`src/pkg/msf_pkg.sv`:
```
// msf_pkg: special-function map, reset values, field positions and carrier types
package msf_pkg;
	// special-function offsets
	localparam logic [7:0] OFF_PORT0_LATCH            = 8'h80;
	localparam logic [7:0] OFF_STACK_POINTER          = 8'h81;
	localparam logic [7:0] OFF_POINTER_A_LOW          = 8'h82;
	localparam logic [7:0] OFF_POINTER_A_HIGH         = 8'h83;
	localparam logic [7:0] OFF_POINTER_B_LOW          = 8'h84;
	localparam logic [7:0] OFF_POINTER_B_HIGH         = 8'h85;
	localparam logic [7:0] OFF_POWER_AND_SERIAL_SPEED = 8'h87;
	localparam logic [7:0] OFF_TIMER_CONTROL          = 8'h88;
	localparam logic [7:0] OFF_TIMER_MODE             = 8'h89;
	localparam logic [7:0] OFF_TIMER0_LOW_BYTE        = 8'h8a;
	localparam logic [7:0] OFF_TIMER1_LOW_BYTE        = 8'h8b;
	localparam logic [7:0] OFF_TIMER0_HIGH_BYTE       = 8'h8c;
	localparam logic [7:0] OFF_TIMER1_HIGH_BYTE       = 8'h8d;
	localparam logic [7:0] OFF_MEMORY_STRETCH_CTRL    = 8'h8e;
	localparam logic [7:0] OFF_PORT1_LATCH            = 8'h90;
	localparam logic [7:0] OFF_PORT1_DIRECTION        = 8'h91;
	localparam logic [7:0] OFF_POINTER_SELECT         = 8'h92;
	localparam logic [7:0] OFF_SERIAL0_CONTROL        = 8'h98;
	localparam logic [7:0] OFF_SERIAL0_BUFFER         = 8'h99;
	localparam logic [7:0] OFF_INT_ENABLE_TWO         = 8'h9a;
	localparam logic [7:0] OFF_SERIAL1_CONTROL        = 8'h9b;
	localparam logic [7:0] OFF_SERIAL1_BUFFER         = 8'h9c;
	localparam logic [7:0] OFF_SERIAL1_RELOAD_LOW     = 8'h9d;
	localparam logic [7:0] OFF_PORT2_LATCH            = 8'ha0;
	localparam logic [7:0] OFF_PORT2_DIRECTION        = 8'ha1;
	localparam logic [7:0] OFF_PORT0_DIRECTION        = 8'ha2;
	localparam logic [7:0] OFF_INT_ENABLE_ZERO        = 8'ha8;
	localparam logic [7:0] OFF_INT_PRIORITY_ZERO      = 8'ha9;
	localparam logic [7:0] OFF_SERIAL0_RELOAD_LOW     = 8'haa;
	localparam logic [7:0] OFF_PORT3_LATCH            = 8'hb0;
	localparam logic [7:0] OFF_INT_ENABLE_ONE         = 8'hb8;
	localparam logic [7:0] OFF_INT_PRIORITY_ONE       = 8'hb9;
	localparam logic [7:0] OFF_SERIAL0_RELOAD_HIGH    = 8'hba;
	localparam logic [7:0] OFF_SERIAL1_RELOAD_HIGH    = 8'hbb;
	localparam logic [7:0] OFF_XRAM_PAGE_HIGH         = 8'hbf;
	localparam logic [7:0] OFF_INT_REQUEST_CTRL       = 8'hc0;
	localparam logic [7:0] OFF_EXT_INT_POLARITY       = 8'hc8;
	localparam logic [7:0] OFF_PROGRAM_STATUS         = 8'hd0;
	localparam logic [7:0] OFF_BAUD_SOURCE_CTRL       = 8'hd8;
	localparam logic [7:0] OFF_ACCUMULATOR            = 8'he0;
	localparam logic [7:0] OFF_MULTIPLY_AUX_REG       = 8'hf0;

	// reset values
	localparam logic [7:0]  RST_ZERO           = 8'h00;
	localparam logic [7:0]  RST_PORT_LATCH     = 8'hff;
	localparam logic [7:0]  RST_PORT_DIRECTION = 8'h00;
	localparam logic [7:0]  RST_STACK_POINTER  = 8'h07;
	localparam logic [7:0]  RST_STRETCH        = 8'h01;
	localparam logic [7:0]  RST_SER0_RELOAD_LO = 8'hd9;
	localparam logic [7:0]  RST_RELOAD_HIGH    = 8'h03;
	localparam logic [15:0] RST_PROGRAM_CTR    = 16'h0000;

	// status word fields and the pointer select bit
	localparam int PSW_CARRY   = 7;
	localparam int PSW_AUX     = 6;
	localparam int PSW_BANK_HI = 4;
	localparam int PSW_BANK_LO = 3;
	localparam int PSW_OVF     = 2;
	localparam int PTR_SEL_BIT = 0;

	// address space layout
	localparam logic [7:0] SFR_BASE   = 8'h80;
	localparam logic [3:0] BITRAM_ROW = 4'h2;
	localparam int         RAM_BYTES  = 256;
	localparam int         NUM_PORTS  = 3;
	localparam logic [NUM_PORTS-1:0][7:0] PORT_LATCH_OFF =
		{OFF_PORT2_LATCH, OFF_PORT1_LATCH, OFF_PORT0_LATCH};
	localparam logic [NUM_PORTS-1:0][7:0] PORT_DIR_OFF =
		{OFF_PORT2_DIRECTION, OFF_PORT1_DIRECTION, OFF_PORT0_DIRECTION};

	// request kinds from the core
	typedef enum logic [2:0] {
		CMD_READ      = 3'h0,
		CMD_WRITE     = 3'h1,
		CMD_BIT_READ  = 3'h2,
		CMD_BIT_WRITE = 3'h3,
		CMD_PUSH      = 3'h4,
		CMD_POP       = 3'h5,
		CMD_XRI       = 3'h6
	} msf_op_t;

	typedef enum logic [1:0] {
		ST_IDLE = 2'b01,
		ST_WAIT = 2'b10
	} msf_state_t;

	typedef struct packed {
		logic       valid;
		msf_op_t    op;
		logic       indirect;
		logic       rn;
		logic [7:0] addr;
		logic [7:0] wdata;
		logic       bit_val;
	} msf_req_t;

	typedef struct packed {
		logic we;
		logic cy;
		logic ac;
		logic ov;
	} msf_flags_t;

	// plain storage registers; apart from the page register, no hardware behaviour behind them here
	function automatic logic sfr_generic(logic [7:0] off);
		case (off)
			OFF_POWER_AND_SERIAL_SPEED, OFF_TIMER_CONTROL, OFF_TIMER_MODE,
			OFF_TIMER0_LOW_BYTE, OFF_TIMER1_LOW_BYTE, OFF_TIMER0_HIGH_BYTE,
			OFF_TIMER1_HIGH_BYTE, OFF_MEMORY_STRETCH_CTRL, OFF_SERIAL0_CONTROL,
			OFF_SERIAL0_BUFFER, OFF_INT_ENABLE_TWO, OFF_SERIAL1_CONTROL,
			OFF_SERIAL1_BUFFER, OFF_SERIAL1_RELOAD_LOW, OFF_INT_ENABLE_ZERO,
			OFF_INT_PRIORITY_ZERO, OFF_SERIAL0_RELOAD_LOW, OFF_PORT3_LATCH,
			OFF_INT_ENABLE_ONE, OFF_INT_PRIORITY_ONE, OFF_SERIAL0_RELOAD_HIGH,
			OFF_SERIAL1_RELOAD_HIGH, OFF_XRAM_PAGE_HIGH, OFF_INT_REQUEST_CTRL,
			OFF_EXT_INT_POLARITY, OFF_BAUD_SOURCE_CTRL, OFF_MULTIPLY_AUX_REG:
				return 1'b1;
			default:
				return 1'b0;
		endcase
	endfunction

	function automatic logic [7:0] sfr_reset(logic [7:0] off);
		case (off)
			OFF_PORT3_LATCH:         return RST_PORT_LATCH;
			OFF_MEMORY_STRETCH_CTRL: return RST_STRETCH;
			OFF_SERIAL0_RELOAD_LOW:  return RST_SER0_RELOAD_LO;
			OFF_SERIAL0_RELOAD_HIGH,
			OFF_SERIAL1_RELOAD_HIGH: return RST_RELOAD_HIGH;
			default:                 return RST_ZERO;
		endcase
	endfunction
endpackage

```
`src/logic/msf_sfr_space.sv`:
```
// msf_sfr_space: special-function space, internal ram, pointers, status and ports
//
// Behaviour
// - Two 16-bit pointers; select bit 0 chooses.
// - Changing select leaves both pointers intact.
// - Pointer operations act on selected pointer.
// - Paged moves take high byte from page register.
// - Internal memory is 256 bytes, 8-bit address.
// - Upper half: direct hits registers, indirect hits ram.
// - Status bits 4:3 pick one of four banks.
// - Bytes 0x20-0x2f bit addressable; lower half shared.
// - Unimplemented registers: read zero, write ignored.
// - Registers at multiples of eight are bit addressable.
// - Stack starts 0x07, incremented before each push.
// - Hardware keeps parity flag from accumulator.
// - Status word flag layout as documented.
// - Pointer bytes separately writable at 0x82-0x85.
// - Program counter resets zero, advances per fetch.
// - Latch bit drives output pin high or low.
// - Direction bit one makes pin an output.
// - Port read returns real pin level; port 3 at 0xb0 has no pins here and reads back its stored latch.
module msf_sfr_space #(
	parameter int RAM_DEPTH = msf_pkg::RAM_BYTES
) (
	// clock, reset, enable
	input  wire logic                                i_mclk,
	input  wire logic                                i_resetn,
	input  wire logic                                i_ce,
	// memory and register requests
	input  wire msf_pkg::msf_req_t                   i_req,
	output logic                                     o_busy,
	output logic                                     o_rvalid,
	output logic [7:0]                               o_rdata,
	// paged external-data address
	output logic                                     o_xvalid,
	output logic [15:0]                              o_xaddr,
	// program counter
	input  wire logic                                i_pc_adv,
	input  wire logic                                i_pc_load,
	input  wire logic [15:0]                         i_pc_val,
	output logic [15:0]                              o_pc,
	// selected address pointer
	input  wire logic                                i_ptr_inc,
	input  wire logic                                i_ptr_load,
	input  wire logic [15:0]                         i_ptr_val,
	output logic [15:0]                              o_ptr,
	// accumulator, flags, stack
	input  wire logic                                i_acc_we,
	input  wire logic [7:0]                          i_acc_val,
	input  wire msf_pkg::msf_flags_t                 i_flags,
	output logic [7:0]                               o_acc,
	output logic [7:0]                               o_status,
	output logic [7:0]                               o_sp,
	// port pins
	input  wire logic [msf_pkg::NUM_PORTS-1:0][7:0]  i_pin,
	output logic [msf_pkg::NUM_PORTS-1:0][7:0]       o_pin_out,
	output logic [msf_pkg::NUM_PORTS-1:0][7:0]       o_pin_oe
);
	import msf_pkg::*;

	// state and storage
	msf_state_t st_q;
	msf_op_t    pend_op_q;
	logic       pend_sfr_q;
	logic [7:0] pend_addr_q;
	logic [2:0] pend_bit_q;
	logic       pend_val_q;
	logic [7:0] hold_q;
	logic [7:0] page_q;
	logic       rvalid_q;
	logic [7:0] rdata_q;
	logic       xvalid_q;
	logic [15:0] xaddr_q;
	logic [7:0] sp_q;
	logic [7:1] psw_q;
	logic       par_q;
	logic [7:0] acc_q;
	logic [7:0] acc_d;
	logic [15:0] pc_q;
	logic [15:0] pa_q;
	logic [15:0] pb_q;
	logic [15:0] pa_d;
	logic [15:0] pb_d;
	logic [7:0] dps_q;
	logic [7:0] dps_d;
	logic [15:0] ptr_q;
	logic [7:0] lat_q [NUM_PORTS];
	logic [7:0] dir_q [NUM_PORTS];
	logic [7:0] sfr_gen [128];

	// request decode
	msf_op_t    op;
	logic       take;
	logic [1:0] bank;
	logic       is_bit;
	logic       direct;
	logic       to_sfr;
	logic       sfr_we;
	logic       needs_wait;
	logic       rmw_wr;
	logic       ram_we;
	logic [7:0] byte_addr;
	logic [7:0] ram_addr;
	logic [7:0] ram_wd;
	logic [7:0] ram_rd;
	logic [7:0] sfr_view;
	logic [7:0] pin_view;
	logic       is_port;
	logic [7:0] sfr_rd;
	logic [7:0] sfr_wd;
	logic [7:0] src;

	assign op     = i_req.op;
	assign take   = i_req.valid && st_q == ST_IDLE;
	assign bank   = psw_q[PSW_BANK_HI:PSW_BANK_LO];
	assign is_bit = op == CMD_BIT_READ || op == CMD_BIT_WRITE;
	assign direct = (op == CMD_READ || op == CMD_WRITE) && !i_req.indirect && !i_req.rn;
	assign to_sfr = byte_addr[7] && (direct || is_bit);
	assign sfr_we = take && to_sfr && (op == CMD_WRITE || op == CMD_BIT_WRITE);

	// reads and ram bit writes need the memory's registered read cycle
	assign needs_wait = take && (op == CMD_READ || op == CMD_BIT_READ || op == CMD_POP
		|| op == CMD_XRI || (op == CMD_BIT_WRITE && !to_sfr));

	// byte address: banked register, bit row, or plain byte
	always_comb begin
		byte_addr = i_req.addr;
		if (is_bit) begin
			if (i_req.addr[7]) begin
				byte_addr = {i_req.addr[7:3], 3'h0};
			end else begin
				byte_addr = {BITRAM_ROW, i_req.addr[6:3]};
			end
		end else if (i_req.rn) begin
			byte_addr = {3'h0, bank, i_req.addr[2:0]};
		end
	end

	// ram address; indirect keeps all eight bits so 0x80+ lands in ram
	always_comb begin
		ram_addr = byte_addr;
		case (op)
			CMD_PUSH: ram_addr = sp_q + 8'h01;
			CMD_POP:  ram_addr = sp_q;
			CMD_XRI:  ram_addr = {3'h0, bank, 2'h0, i_req.addr[0]};
			default:  ;
		endcase
		if (st_q == ST_WAIT) begin
			ram_addr = pend_addr_q;
		end
	end

	assign rmw_wr = st_q == ST_WAIT && pend_op_q == CMD_BIT_WRITE;
	assign ram_we = rmw_wr || (take && (op == CMD_PUSH || (op == CMD_WRITE && !to_sfr)));

	// ram write data; bit writes merge into the byte just read
	always_comb begin
		ram_wd = i_req.wdata;
		if (rmw_wr) begin
			ram_wd = ram_rd;
			ram_wd[pend_bit_q] = pend_val_q;
		end
	end

	msf_ram #(
		.DEPTH   (RAM_DEPTH)
	) u_ram (
		.i_mclk  (i_mclk),
		.i_resetn(i_resetn),
		.i_ce    (i_ce),
		.i_we    (ram_we),
		.i_addr  (ram_addr),
		.i_wdata (ram_wd),
		.o_rdata (ram_rd)
	);

	// register view; ports show the latch here, the pins on a byte or bit read
	always_comb begin
		sfr_view = sfr_gen[byte_addr[6:0]];
		pin_view = 8'h00;
		is_port  = 1'b0;
		for (int p = 0; p < NUM_PORTS; p++) begin
			if (byte_addr == PORT_LATCH_OFF[p]) begin
				sfr_view = lat_q[p];
				pin_view = i_pin[p];
				is_port  = 1'b1;
			end
			if (byte_addr == PORT_DIR_OFF[p]) begin
				sfr_view = dir_q[p];
			end
		end
		case (byte_addr)
			OFF_STACK_POINTER:  sfr_view = sp_q;
			OFF_POINTER_A_LOW:  sfr_view = pa_q[7:0];
			OFF_POINTER_A_HIGH: sfr_view = pa_q[15:8];
			OFF_POINTER_B_LOW:  sfr_view = pb_q[7:0];
			OFF_POINTER_B_HIGH: sfr_view = pb_q[15:8];
			OFF_POINTER_SELECT: sfr_view = dps_q;
			OFF_PROGRAM_STATUS: sfr_view = {psw_q, par_q};
			OFF_ACCUMULATOR:    sfr_view = acc_q;
			default:            ;
		endcase
	end

	assign sfr_rd = is_port ? pin_view : sfr_view;

	// bit write: read-modify-write on the latch, never on the pins
	always_comb begin
		sfr_wd = i_req.wdata;
		if (is_bit) begin
			sfr_wd = sfr_view;
			sfr_wd[i_req.addr[2:0]] = i_req.bit_val;
		end
	end

	// plain registers; unimplemented slots read zero and ignore writes
	for (genvar g = 0; g < 128; g++) begin : g_sfr
		localparam logic [7:0] OFF = SFR_BASE + 8'(g);
		if (sfr_generic(OFF)) begin : g_impl
			always_ff @(posedge i_mclk or negedge i_resetn) begin
				if (!i_resetn) begin
					sfr_gen[g] <= sfr_reset(OFF);
				end else if (i_ce && sfr_we && byte_addr == OFF) begin
					sfr_gen[g] <= sfr_wd;
				end
			end
		end else begin : g_none
			assign sfr_gen[g] = 8'h00;
		end
	end

	// port latch and direction per port
	for (genvar p = 0; p < NUM_PORTS; p++) begin : g_port
		always_ff @(posedge i_mclk or negedge i_resetn) begin
			if (!i_resetn) begin
				lat_q[p] <= RST_PORT_LATCH;
				dir_q[p] <= RST_PORT_DIRECTION;
			end else if (i_ce && sfr_we) begin
				if (byte_addr == PORT_LATCH_OFF[p]) begin
					lat_q[p] <= sfr_wd;
				end
				if (byte_addr == PORT_DIR_OFF[p]) begin
					dir_q[p] <= sfr_wd;
				end
			end
		end
		assign o_pin_out[p] = lat_q[p];
		assign o_pin_oe[p]  = dir_q[p];
	end

	// stack pointer steps on push and pop; a register write at 0x81 loads it
	always_ff @(posedge i_mclk or negedge i_resetn) begin
		if (!i_resetn) begin
			sp_q <= RST_STACK_POINTER;
		end else if (i_ce) begin
			if (take && op == CMD_PUSH) begin
				sp_q <= sp_q + 8'h01;
			end else if (take && op == CMD_POP) begin
				sp_q <= sp_q - 8'h01;
			end else if (sfr_we && byte_addr == OFF_STACK_POINTER) begin
				sp_q <= sfr_wd;
			end
		end
	end

	// status word; core flag updates win over a register write
	always_ff @(posedge i_mclk or negedge i_resetn) begin
		if (!i_resetn) begin
			psw_q <= RST_ZERO[7:1];
		end else if (i_ce) begin
			if (sfr_we && byte_addr == OFF_PROGRAM_STATUS) begin
				psw_q <= sfr_wd[7:1];
			end
			if (i_flags.we) begin
				psw_q[PSW_CARRY] <= i_flags.cy;
				psw_q[PSW_AUX]   <= i_flags.ac;
				psw_q[PSW_OVF]   <= i_flags.ov;
			end
		end
	end

	// accumulator; parity tracks the new value so it is never stale
	always_comb begin
		acc_d = acc_q;
		if (sfr_we && byte_addr == OFF_ACCUMULATOR) begin
			acc_d = sfr_wd;
		end
		if (i_acc_we) begin
			acc_d = i_acc_val;
		end
	end

	always_ff @(posedge i_mclk or negedge i_resetn) begin
		if (!i_resetn) begin
			acc_q <= RST_ZERO;
			par_q <= 1'b0;
		end else if (i_ce) begin
			acc_q <= acc_d;
			par_q <= ^acc_d;
		end
	end

	// program counter; a load beats an advance
	always_ff @(posedge i_mclk or negedge i_resetn) begin
		if (!i_resetn) begin
			pc_q <= RST_PROGRAM_CTR;
		end else if (i_ce) begin
			if (i_pc_load) begin
				pc_q <= i_pc_val;
			end else if (i_pc_adv) begin
				pc_q <= pc_q + 16'h0001;
			end
		end
	end

	// pointers; core operations use the select bit as it stood
	always_comb begin
		pa_d  = pa_q;
		pb_d  = pb_q;
		dps_d = dps_q;
		if (sfr_we) begin
			case (byte_addr)
				OFF_POINTER_A_LOW:  pa_d[7:0]  = sfr_wd;
				OFF_POINTER_A_HIGH: pa_d[15:8] = sfr_wd;
				OFF_POINTER_B_LOW:  pb_d[7:0]  = sfr_wd;
				OFF_POINTER_B_HIGH: pb_d[15:8] = sfr_wd;
				OFF_POINTER_SELECT: dps_d      = sfr_wd;
				default:            ;
			endcase
		end
		if (i_ptr_load || i_ptr_inc) begin
			if (dps_q[PTR_SEL_BIT]) begin
				pb_d = i_ptr_load ? i_ptr_val : pb_q + 16'h0001;
			end else begin
				pa_d = i_ptr_load ? i_ptr_val : pa_q + 16'h0001;
			end
		end
	end

	always_ff @(posedge i_mclk or negedge i_resetn) begin
		if (!i_resetn) begin
			pa_q  <= {RST_ZERO, RST_ZERO};
			pb_q  <= {RST_ZERO, RST_ZERO};
			dps_q <= RST_ZERO;
			ptr_q <= {RST_ZERO, RST_ZERO};
		end else if (i_ce) begin
			pa_q  <= pa_d;
			pb_q  <= pb_d;
			dps_q <= dps_d;
			ptr_q <= dps_d[PTR_SEL_BIT] ? pb_d : pa_d;
		end
	end

	// request sequencer
	always_ff @(posedge i_mclk or negedge i_resetn) begin
		if (!i_resetn) begin
			st_q <= ST_IDLE;
		end else if (i_ce) begin
			st_q <= needs_wait ? ST_WAIT : ST_IDLE;
		end
	end

	// context of a request that waits for the ram
	always_ff @(posedge i_mclk or negedge i_resetn) begin
		if (!i_resetn) begin
			pend_op_q   <= CMD_READ;
			pend_sfr_q  <= 1'b0;
			pend_addr_q <= 8'h00;
			pend_bit_q  <= 3'h0;
			pend_val_q  <= 1'b0;
			hold_q      <= 8'h00;
			page_q      <= 8'h00;
		end else if (i_ce && take) begin
			pend_op_q   <= op;
			pend_sfr_q  <= to_sfr;
			pend_addr_q <= ram_addr;
			pend_bit_q  <= i_req.addr[2:0];
			pend_val_q  <= i_req.bit_val;
			hold_q      <= sfr_rd;
			page_q      <= sfr_gen[OFF_XRAM_PAGE_HIGH[6:0]];
		end
	end

	assign src = pend_sfr_q ? hold_q : ram_rd;

	// answers, one cycle after the wait state
	always_ff @(posedge i_mclk or negedge i_resetn) begin
		if (!i_resetn) begin
			rvalid_q <= 1'b0;
			rdata_q  <= 8'h00;
			xvalid_q <= 1'b0;
			xaddr_q  <= 16'h0000;
		end else if (i_ce) begin
			rvalid_q <= 1'b0;
			xvalid_q <= 1'b0;
			if (st_q == ST_WAIT) begin
				case (pend_op_q)
					CMD_READ, CMD_POP: begin
						rvalid_q <= 1'b1;
						rdata_q  <= src;
					end
					CMD_BIT_READ: begin
						rvalid_q <= 1'b1;
						rdata_q  <= {7'h00, src[pend_bit_q]};
					end
					CMD_XRI: begin
						xvalid_q <= 1'b1;
						xaddr_q  <= {page_q, ram_rd};
					end
					default: ;
				endcase
			end
		end
	end

	assign o_busy   = st_q[1];
	assign o_rvalid = rvalid_q;
	assign o_rdata  = rdata_q;
	assign o_xvalid = xvalid_q;
	assign o_xaddr  = xaddr_q;
	assign o_pc     = pc_q;
	assign o_ptr    = ptr_q;
	assign o_acc    = acc_q;
	assign o_status = {psw_q, par_q};
	assign o_sp     = sp_q;

	// checks
	AST_PTR_SEL: assert property (
		@(posedge i_mclk) disable iff (!i_resetn)
		o_ptr == (dps_q[PTR_SEL_BIT] ? pb_q : pa_q))
		else $error("selected pointer output mismatch");

	AST_PTR_KEEP: assert property (
		@(posedge i_mclk) disable iff (!i_resetn)
		i_ce && sfr_we && byte_addr == OFF_POINTER_SELECT && !i_ptr_load && !i_ptr_inc
		|=> $stable(pa_q) && $stable(pb_q))
		else $error("select write disturbed a pointer");

	AST_PTR_INC: assert property (
		@(posedge i_mclk) disable iff (!i_resetn)
		i_ce && i_ptr_inc && !i_ptr_load && !sfr_we && dps_q[PTR_SEL_BIT]
		|=> pb_q == $past(pb_q) + 16'h0001 && $stable(pa_q))
		else $error("increment missed the selected pointer");

	AST_XRI_PAGE: assert property (
		@(posedge i_mclk) disable iff (!i_resetn)
		i_ce && take && op == CMD_XRI ##1 i_ce
		|=> o_xvalid && o_xaddr[15:8] == $past(sfr_gen[OFF_XRAM_PAGE_HIGH[6:0]], 2))
		else $error("paged address high byte wrong");

	AST_BANK: assert property (
		@(posedge i_mclk) disable iff (!i_resetn)
		take && i_req.rn && (op == CMD_READ || op == CMD_WRITE)
		|-> ram_addr == {3'h0, psw_q[PSW_BANK_HI:PSW_BANK_LO], i_req.addr[2:0]})
		else $error("register bank address wrong");

	AST_SP_RESET: assert property (
		@(posedge i_mclk) disable iff (!i_resetn)
		$rose(i_resetn) |-> o_sp == RST_STACK_POINTER)
		else $error("stack pointer reset value wrong");

	AST_PUSH: assert property (
		@(posedge i_mclk) disable iff (!i_resetn)
		i_ce && take && op == CMD_PUSH
		|-> ram_we && ram_addr == o_sp + 8'h01 ##1 o_sp == $past(o_sp) + 8'h01)
		else $error("push did not pre-increment");

	AST_PARITY: assert property (
		@(posedge i_mclk) disable iff (!i_resetn)
		o_status[0] == ^o_acc)
		else $error("parity flag out of step");

	AST_PC: assert property (
		@(posedge i_mclk) disable iff (!i_resetn)
		i_ce && i_pc_adv && !i_pc_load |=> o_pc == $past(o_pc) + 16'h0001)
		else $error("program counter did not advance");

	AST_PIN_READ: assert property (
		@(posedge i_mclk) disable iff (!i_resetn)
		i_ce && take && direct && op == CMD_READ && i_req.addr == OFF_PORT1_LATCH ##1 i_ce
		|=> o_rvalid && o_rdata == $past(i_pin[1], 2))
		else $error("port read did not return pin level");
endmodule

```
`src/logic/msf_ram.sv`:
```
// msf_ram: internal data memory, single port, registered read
module msf_ram #(
	parameter int DEPTH = 256
) (
	// clock, reset, enable
	input  wire logic       i_mclk,
	input  wire logic       i_resetn,
	input  wire logic       i_ce,
	// access
	input  wire logic       i_we,
	input  wire logic [7:0] i_addr,
	input  wire logic [7:0] i_wdata,
	output logic      [7:0] o_rdata
);
	logic [7:0] mem_q [DEPTH];
	logic [7:0] rd_q;

	// storage; no reset, contents are undefined after power-up
	always_ff @(posedge i_mclk) begin
		if (i_ce && i_we) begin
			mem_q[i_addr] <= i_wdata;
		end
	end

	// read-during-write returns the old byte
	always_ff @(posedge i_mclk or negedge i_resetn) begin
		if (!i_resetn) begin
			rd_q <= 8'h00;
		end else if (i_ce) begin
			rd_q <= mem_q[i_addr];
		end
	end

	assign o_rdata = rd_q;
endmodule

```
`config.mk`:
```
export PLATFORM = sky130hd
export DESIGN_NAME = msf_sfr_space
export DESIGN_NICKNAME = d
export VERILOG_FILES = /design/src/pkg/msf_pkg.sv /design/src/logic/msf_sfr_space.sv /design/src/logic/msf_ram.sv
export SDC_FILE = /design/constraint.sdc
export NUM_CORES = 2
export LEC_CHECK = 0
export BUFFER_PORTS_ARGS = -buffer_cell sky130_fd_sc_hd__buf_4
export CAP_MARGIN = 20
export CELL_PAD_IN_SITES_DETAIL_PLACEMENT = 1
export CELL_PAD_IN_SITES_GLOBAL_PLACEMENT = 1
export CORE_ASPECT_RATIO = 1.4
export CORE_MARGIN = 3
export CORE_UTILIZATION = 40
export DETAILED_ROUTE_END_ITERATION = 6
export GPL_TIMING_DRIVEN = 0
export PLACE_DENSITY = 0.65
export SLEW_MARGIN = 5
export SYNTH_ARGS = -nofsm -noshare
export SYNTH_HDL_FRONTEND = slang
export SYNTH_SLANG_ARGS = --single-unit
```
`constraint.sdc`:
```
create_clock -name i_mclk -period 14.47 [get_ports i_mclk]
set_input_delay 2.894 -clock i_mclk [delete_from_list [all_inputs] [get_ports i_mclk]]
set_output_delay 2.894 -clock i_mclk [all_outputs]
set_load 0.1 [all_outputs]
```
==> flow_summary.json <==
{
  "run_status": "completed",
  "place_hpwl_um": 325000,
  "relSlewSlack_pct": 10.5,
  "cts_buffer_depth": 4,
  "cts-hold-fix-buffers": 0,
  "syn-mean-instance-area_sq_um": 16.4,
  "cts_tree": "yes",
  "r2r_start": "o_sp[0]",
  "syn_to_final_growth_pct": 15.9,
  "cts.clk_slew.worst_paths_ns": 0.06,
  "min_to": "sfr_gen[913]",
  "synth_edf_count": 2048,
  "die_area_sq_um": 264000,
  "crit_fanout": 10,
  "gp_congestion": 1.01,
  "wl_per_cell_um": 43.0,
  "gr-total-overflow": 0,
  "antenna_found_initial": 38,
  "synth_cell_type_count": 107,
  "rrSetupSlack_ns": 6.46,
  "setup.worst_path.class": "input port to register",
  "wl_um": 451000,
  "period_minus_slack_ns": 10.22,
  "drive_gt1_share_pct": 24.1,
  "p_leak_nw": 40.1,
  "crit_buf_inv": 8,
  "final_cell_mix": "2,048 x edfxtp_1, 749 x nand2_1, 616 x mux4_2",
  "cp-end-kind": "register",
  "startpoint": "i_req[14]",
  "ir_worst_vdd_uv": 121,
  "r2r_end": "u_ram.mem_q[161][5]",
  "antenna_left": 0,
  "vias": 66700,
  "max_clock_freq_mhz": 97.9,
  "startpoint_type": "input port",
  "cts.sinks": 2476,
  "dr.first_iter.drc_count": 9309,
  "cpLargestDelayFamily": "buffers and inverters",
  "drt-pass1-iter-count": 6,
  "setup_viol": 0,
  "post_drt_via_cell_ratio": 6.35,
  "drc": 0,
  "slew_viol_final": 0,
  "rows": 219,
  "min_path_type": "register to register",
  "setup_tns_ns": 0,
  "path_depth": 14,
  "crit_arrival_ns": 10.74,
  "synth_nets": 6370,
  "finalHoldViolCount": 0,
  "yosysSeqAreaShare_pct": 70.2,
  "start_util_pct": 40.4,
  "cts_resized": 0,
  "cap_violations": 0,
  "min-delay-start": "sfr_gen[913]",
  "root_buffer": "clkbuf_16",
  "period_share_pct": 70.6,
  "mostFrequentLayoutCell": "edfxtp_1",
  "ys_async_sr_fraction_pct": 17.3,
  "path_common_cell": "buf_2",
  "clk_latency_ns": 0.94,
  "h-tree-depth": 4,
  "grt_pass1_vias": 67300,
  "fin_skew_ns": 0.0952,
  "grtUsageTotal_pct": 33.7,
  "ys.flop_type": "edfxtp_1",
  "synth_warnings": 0,
  "synthesis.area_sq_um": 103000,
  "die_h_um": 606,
  "holdPathStages": 2,
  "p_total_mw": 18.5,
  "grt_setup_unrepaired": "false",
  "p_per_area_nw_per_um2": 155,
  "postCtsSetupBuffers": 0,
  "worst_pin_slew_ns": 1.34,
  "critical-path-slowest-cell": "nor2_1",
  "io_buffers": 222,
  "path_cells": "clkbuf_1 -> clkbuf_1 -> a22oi_1 -> mux2i_1 -> a211oi_1 -> or2_2 -> buf_4 -> buf_4 -> buf_2 -> buf_2 -> buf_2 -> nand3_1 -> clkbuf_2 -> nor2_1",
  "core_sq_um": 255000,
  "cpPeakStageDelay_ns": 1.11,
  "die_x_um": 435,
  "reg2reg_depth": 16,
  "ys_ff_latch": 2476,
  "io_pins": 230,
  "syn-instance-count": 6266,
  "required_ns": 15.00,
  "grt_pass1_wl_um": 601000,
  "nNetsFinal": 6953,
  "grt_max_degree": 111,
  "cts_buffers": 240
}
[worst reg2reg max path, cell delays in order, from the launching register on]
cell	delay (ns)
dfstp_2	0.55
clkbuf_1	0.90
inv_1	0.12
ha_1	0.41
nor2b_1	0.16
o22ai_1	0.18
a22oi_1	0.14
mux2_2	0.28
buf_4	0.24
buf_6	0.24
buf_6	0.24
buf_4	0.32
buf_2	0.43
nor3_1	0.55
nand3_1	0.86
clkbuf_2	0.86
nor2_1	1.12
[logic make-up (layout without fill, tap and decap cells)]
family / after synthesis / count (layout) / synth area share [%]
compound gates: 927 / 927 / 5.66
xor+xnor: 37 / 37 / 0.315
fa+ha+maj: 5 / 5 / 0.0607
buf+inv: 453 / 1230 / 2.11
flops: 2476 / 2476 / 70.2
mux: 747 / 747 / 14.8
other cells: 0 / 21 / 0
simple gates: 1621 / 1621 / 6.85
[through the flow]
step	instance area [sq um]	setup slack (ns)	hold WS, ns	utilization (%)	cells
2_1_floorplan	103000	3.10	0.440	-	6266
3_3_place_gp	109000	-5.88	0.455	42.7	9913
3_5_place_dp	111000	3.60	0.467	43.6	10000
4_1_cts	119000	4.48	0.479	46.8	10500
5_1_grt	119000	4.52	0.500	46.8	10500
6_report	119000	4.25	0.474	46.8	10500
[state kept, by name, summed over array words and instances, names as in the netlist, 2 cells and up]
name	count
u_ram.mem_q	2048
sfr_gen	216
o_pin_oe	24
o_pin_out	24
o_pc	16
o_ptr	16
o_xaddr	16
pa_q	16
pb_q	16
dps_q	8
hold_q	8
o_acc	8
o_rdata	8
o_sp	8
page_q	8
pend_addr_q	8
u_ram.o_rdata	8
psw_q	7
pend_bit_q	3
pend_op_q	3
st_q	2
[per-layer routing]
layer  part of all wire (%)  global-route usage, %  up-vias  wire [um]
met5                  0.031                      0        -        138
met4                    9.4                   26.2       18      42400
met3                    9.2                   7.65     1200      41200
met2                     48                   54.8     4347     214000
met1                     34                   38.8    35300     153000
li1                       -                      -    25800          -
[cells in the mapped netlist (27+ instances only)]
library cell  count  area share, %
clkbuf_1        230           0.84
nand3_1         179           0.87
a21oi_1         153           0.74
buf_4            63           0.46
o211ai_1         27           0.20
nor2_1          421            1.5
mux2_2           48           0.52
dfstp_2          46            1.2
a31oi_1          41           0.25
o21ai_0         416            2.0
nor3_1           49           0.24
dfrtp_1         382            9.3
and3_1           62           0.38
buf_2           102           0.50
mux2i_1          78           0.76
edfxtp_1       2048             60
mux4_2          616             13
nand2_1         749            2.7
[worst max path at each step]
| stage | endpoint |
|---|---|
| floorplan | u_ram.mem_q[0][2] |
| global placement | u_ram.mem_q[150][4] |
| detailed placement | u_ram.mem_q[148][7] |
| CTS | u_ram.mem_q[148][1] |
| global route | u_ram.mem_q[180][3] |
| finish | u_ram.mem_q[161][5] |
[power breakdown]
| part | internal (mW) | leakage [nW] | switching [mW] | total, mW |
|---|---|---|---|---|
| Sequential | 7.83 | 23.9 | 0.188 | 8.02 |
| Combinational | 1.12 | 12.3 | 2.80 | 3.92 |
| Clock | 3.67 | 3.83 | 2.89 | 6.56 |
[cell type report]
type,instances,area [sq um]
multi-input cells,3337,28700
well taps,3425,4290
diodes,21,52.6
plain buffers,427,2120
clock buffers,275,6180
flip-flops and latches,2476,72300
fillers,24400,136000
repair buffers,341,3920
inverters,26,97.6
clock inverters,161,1810
(Power assumes the default switching activity.)
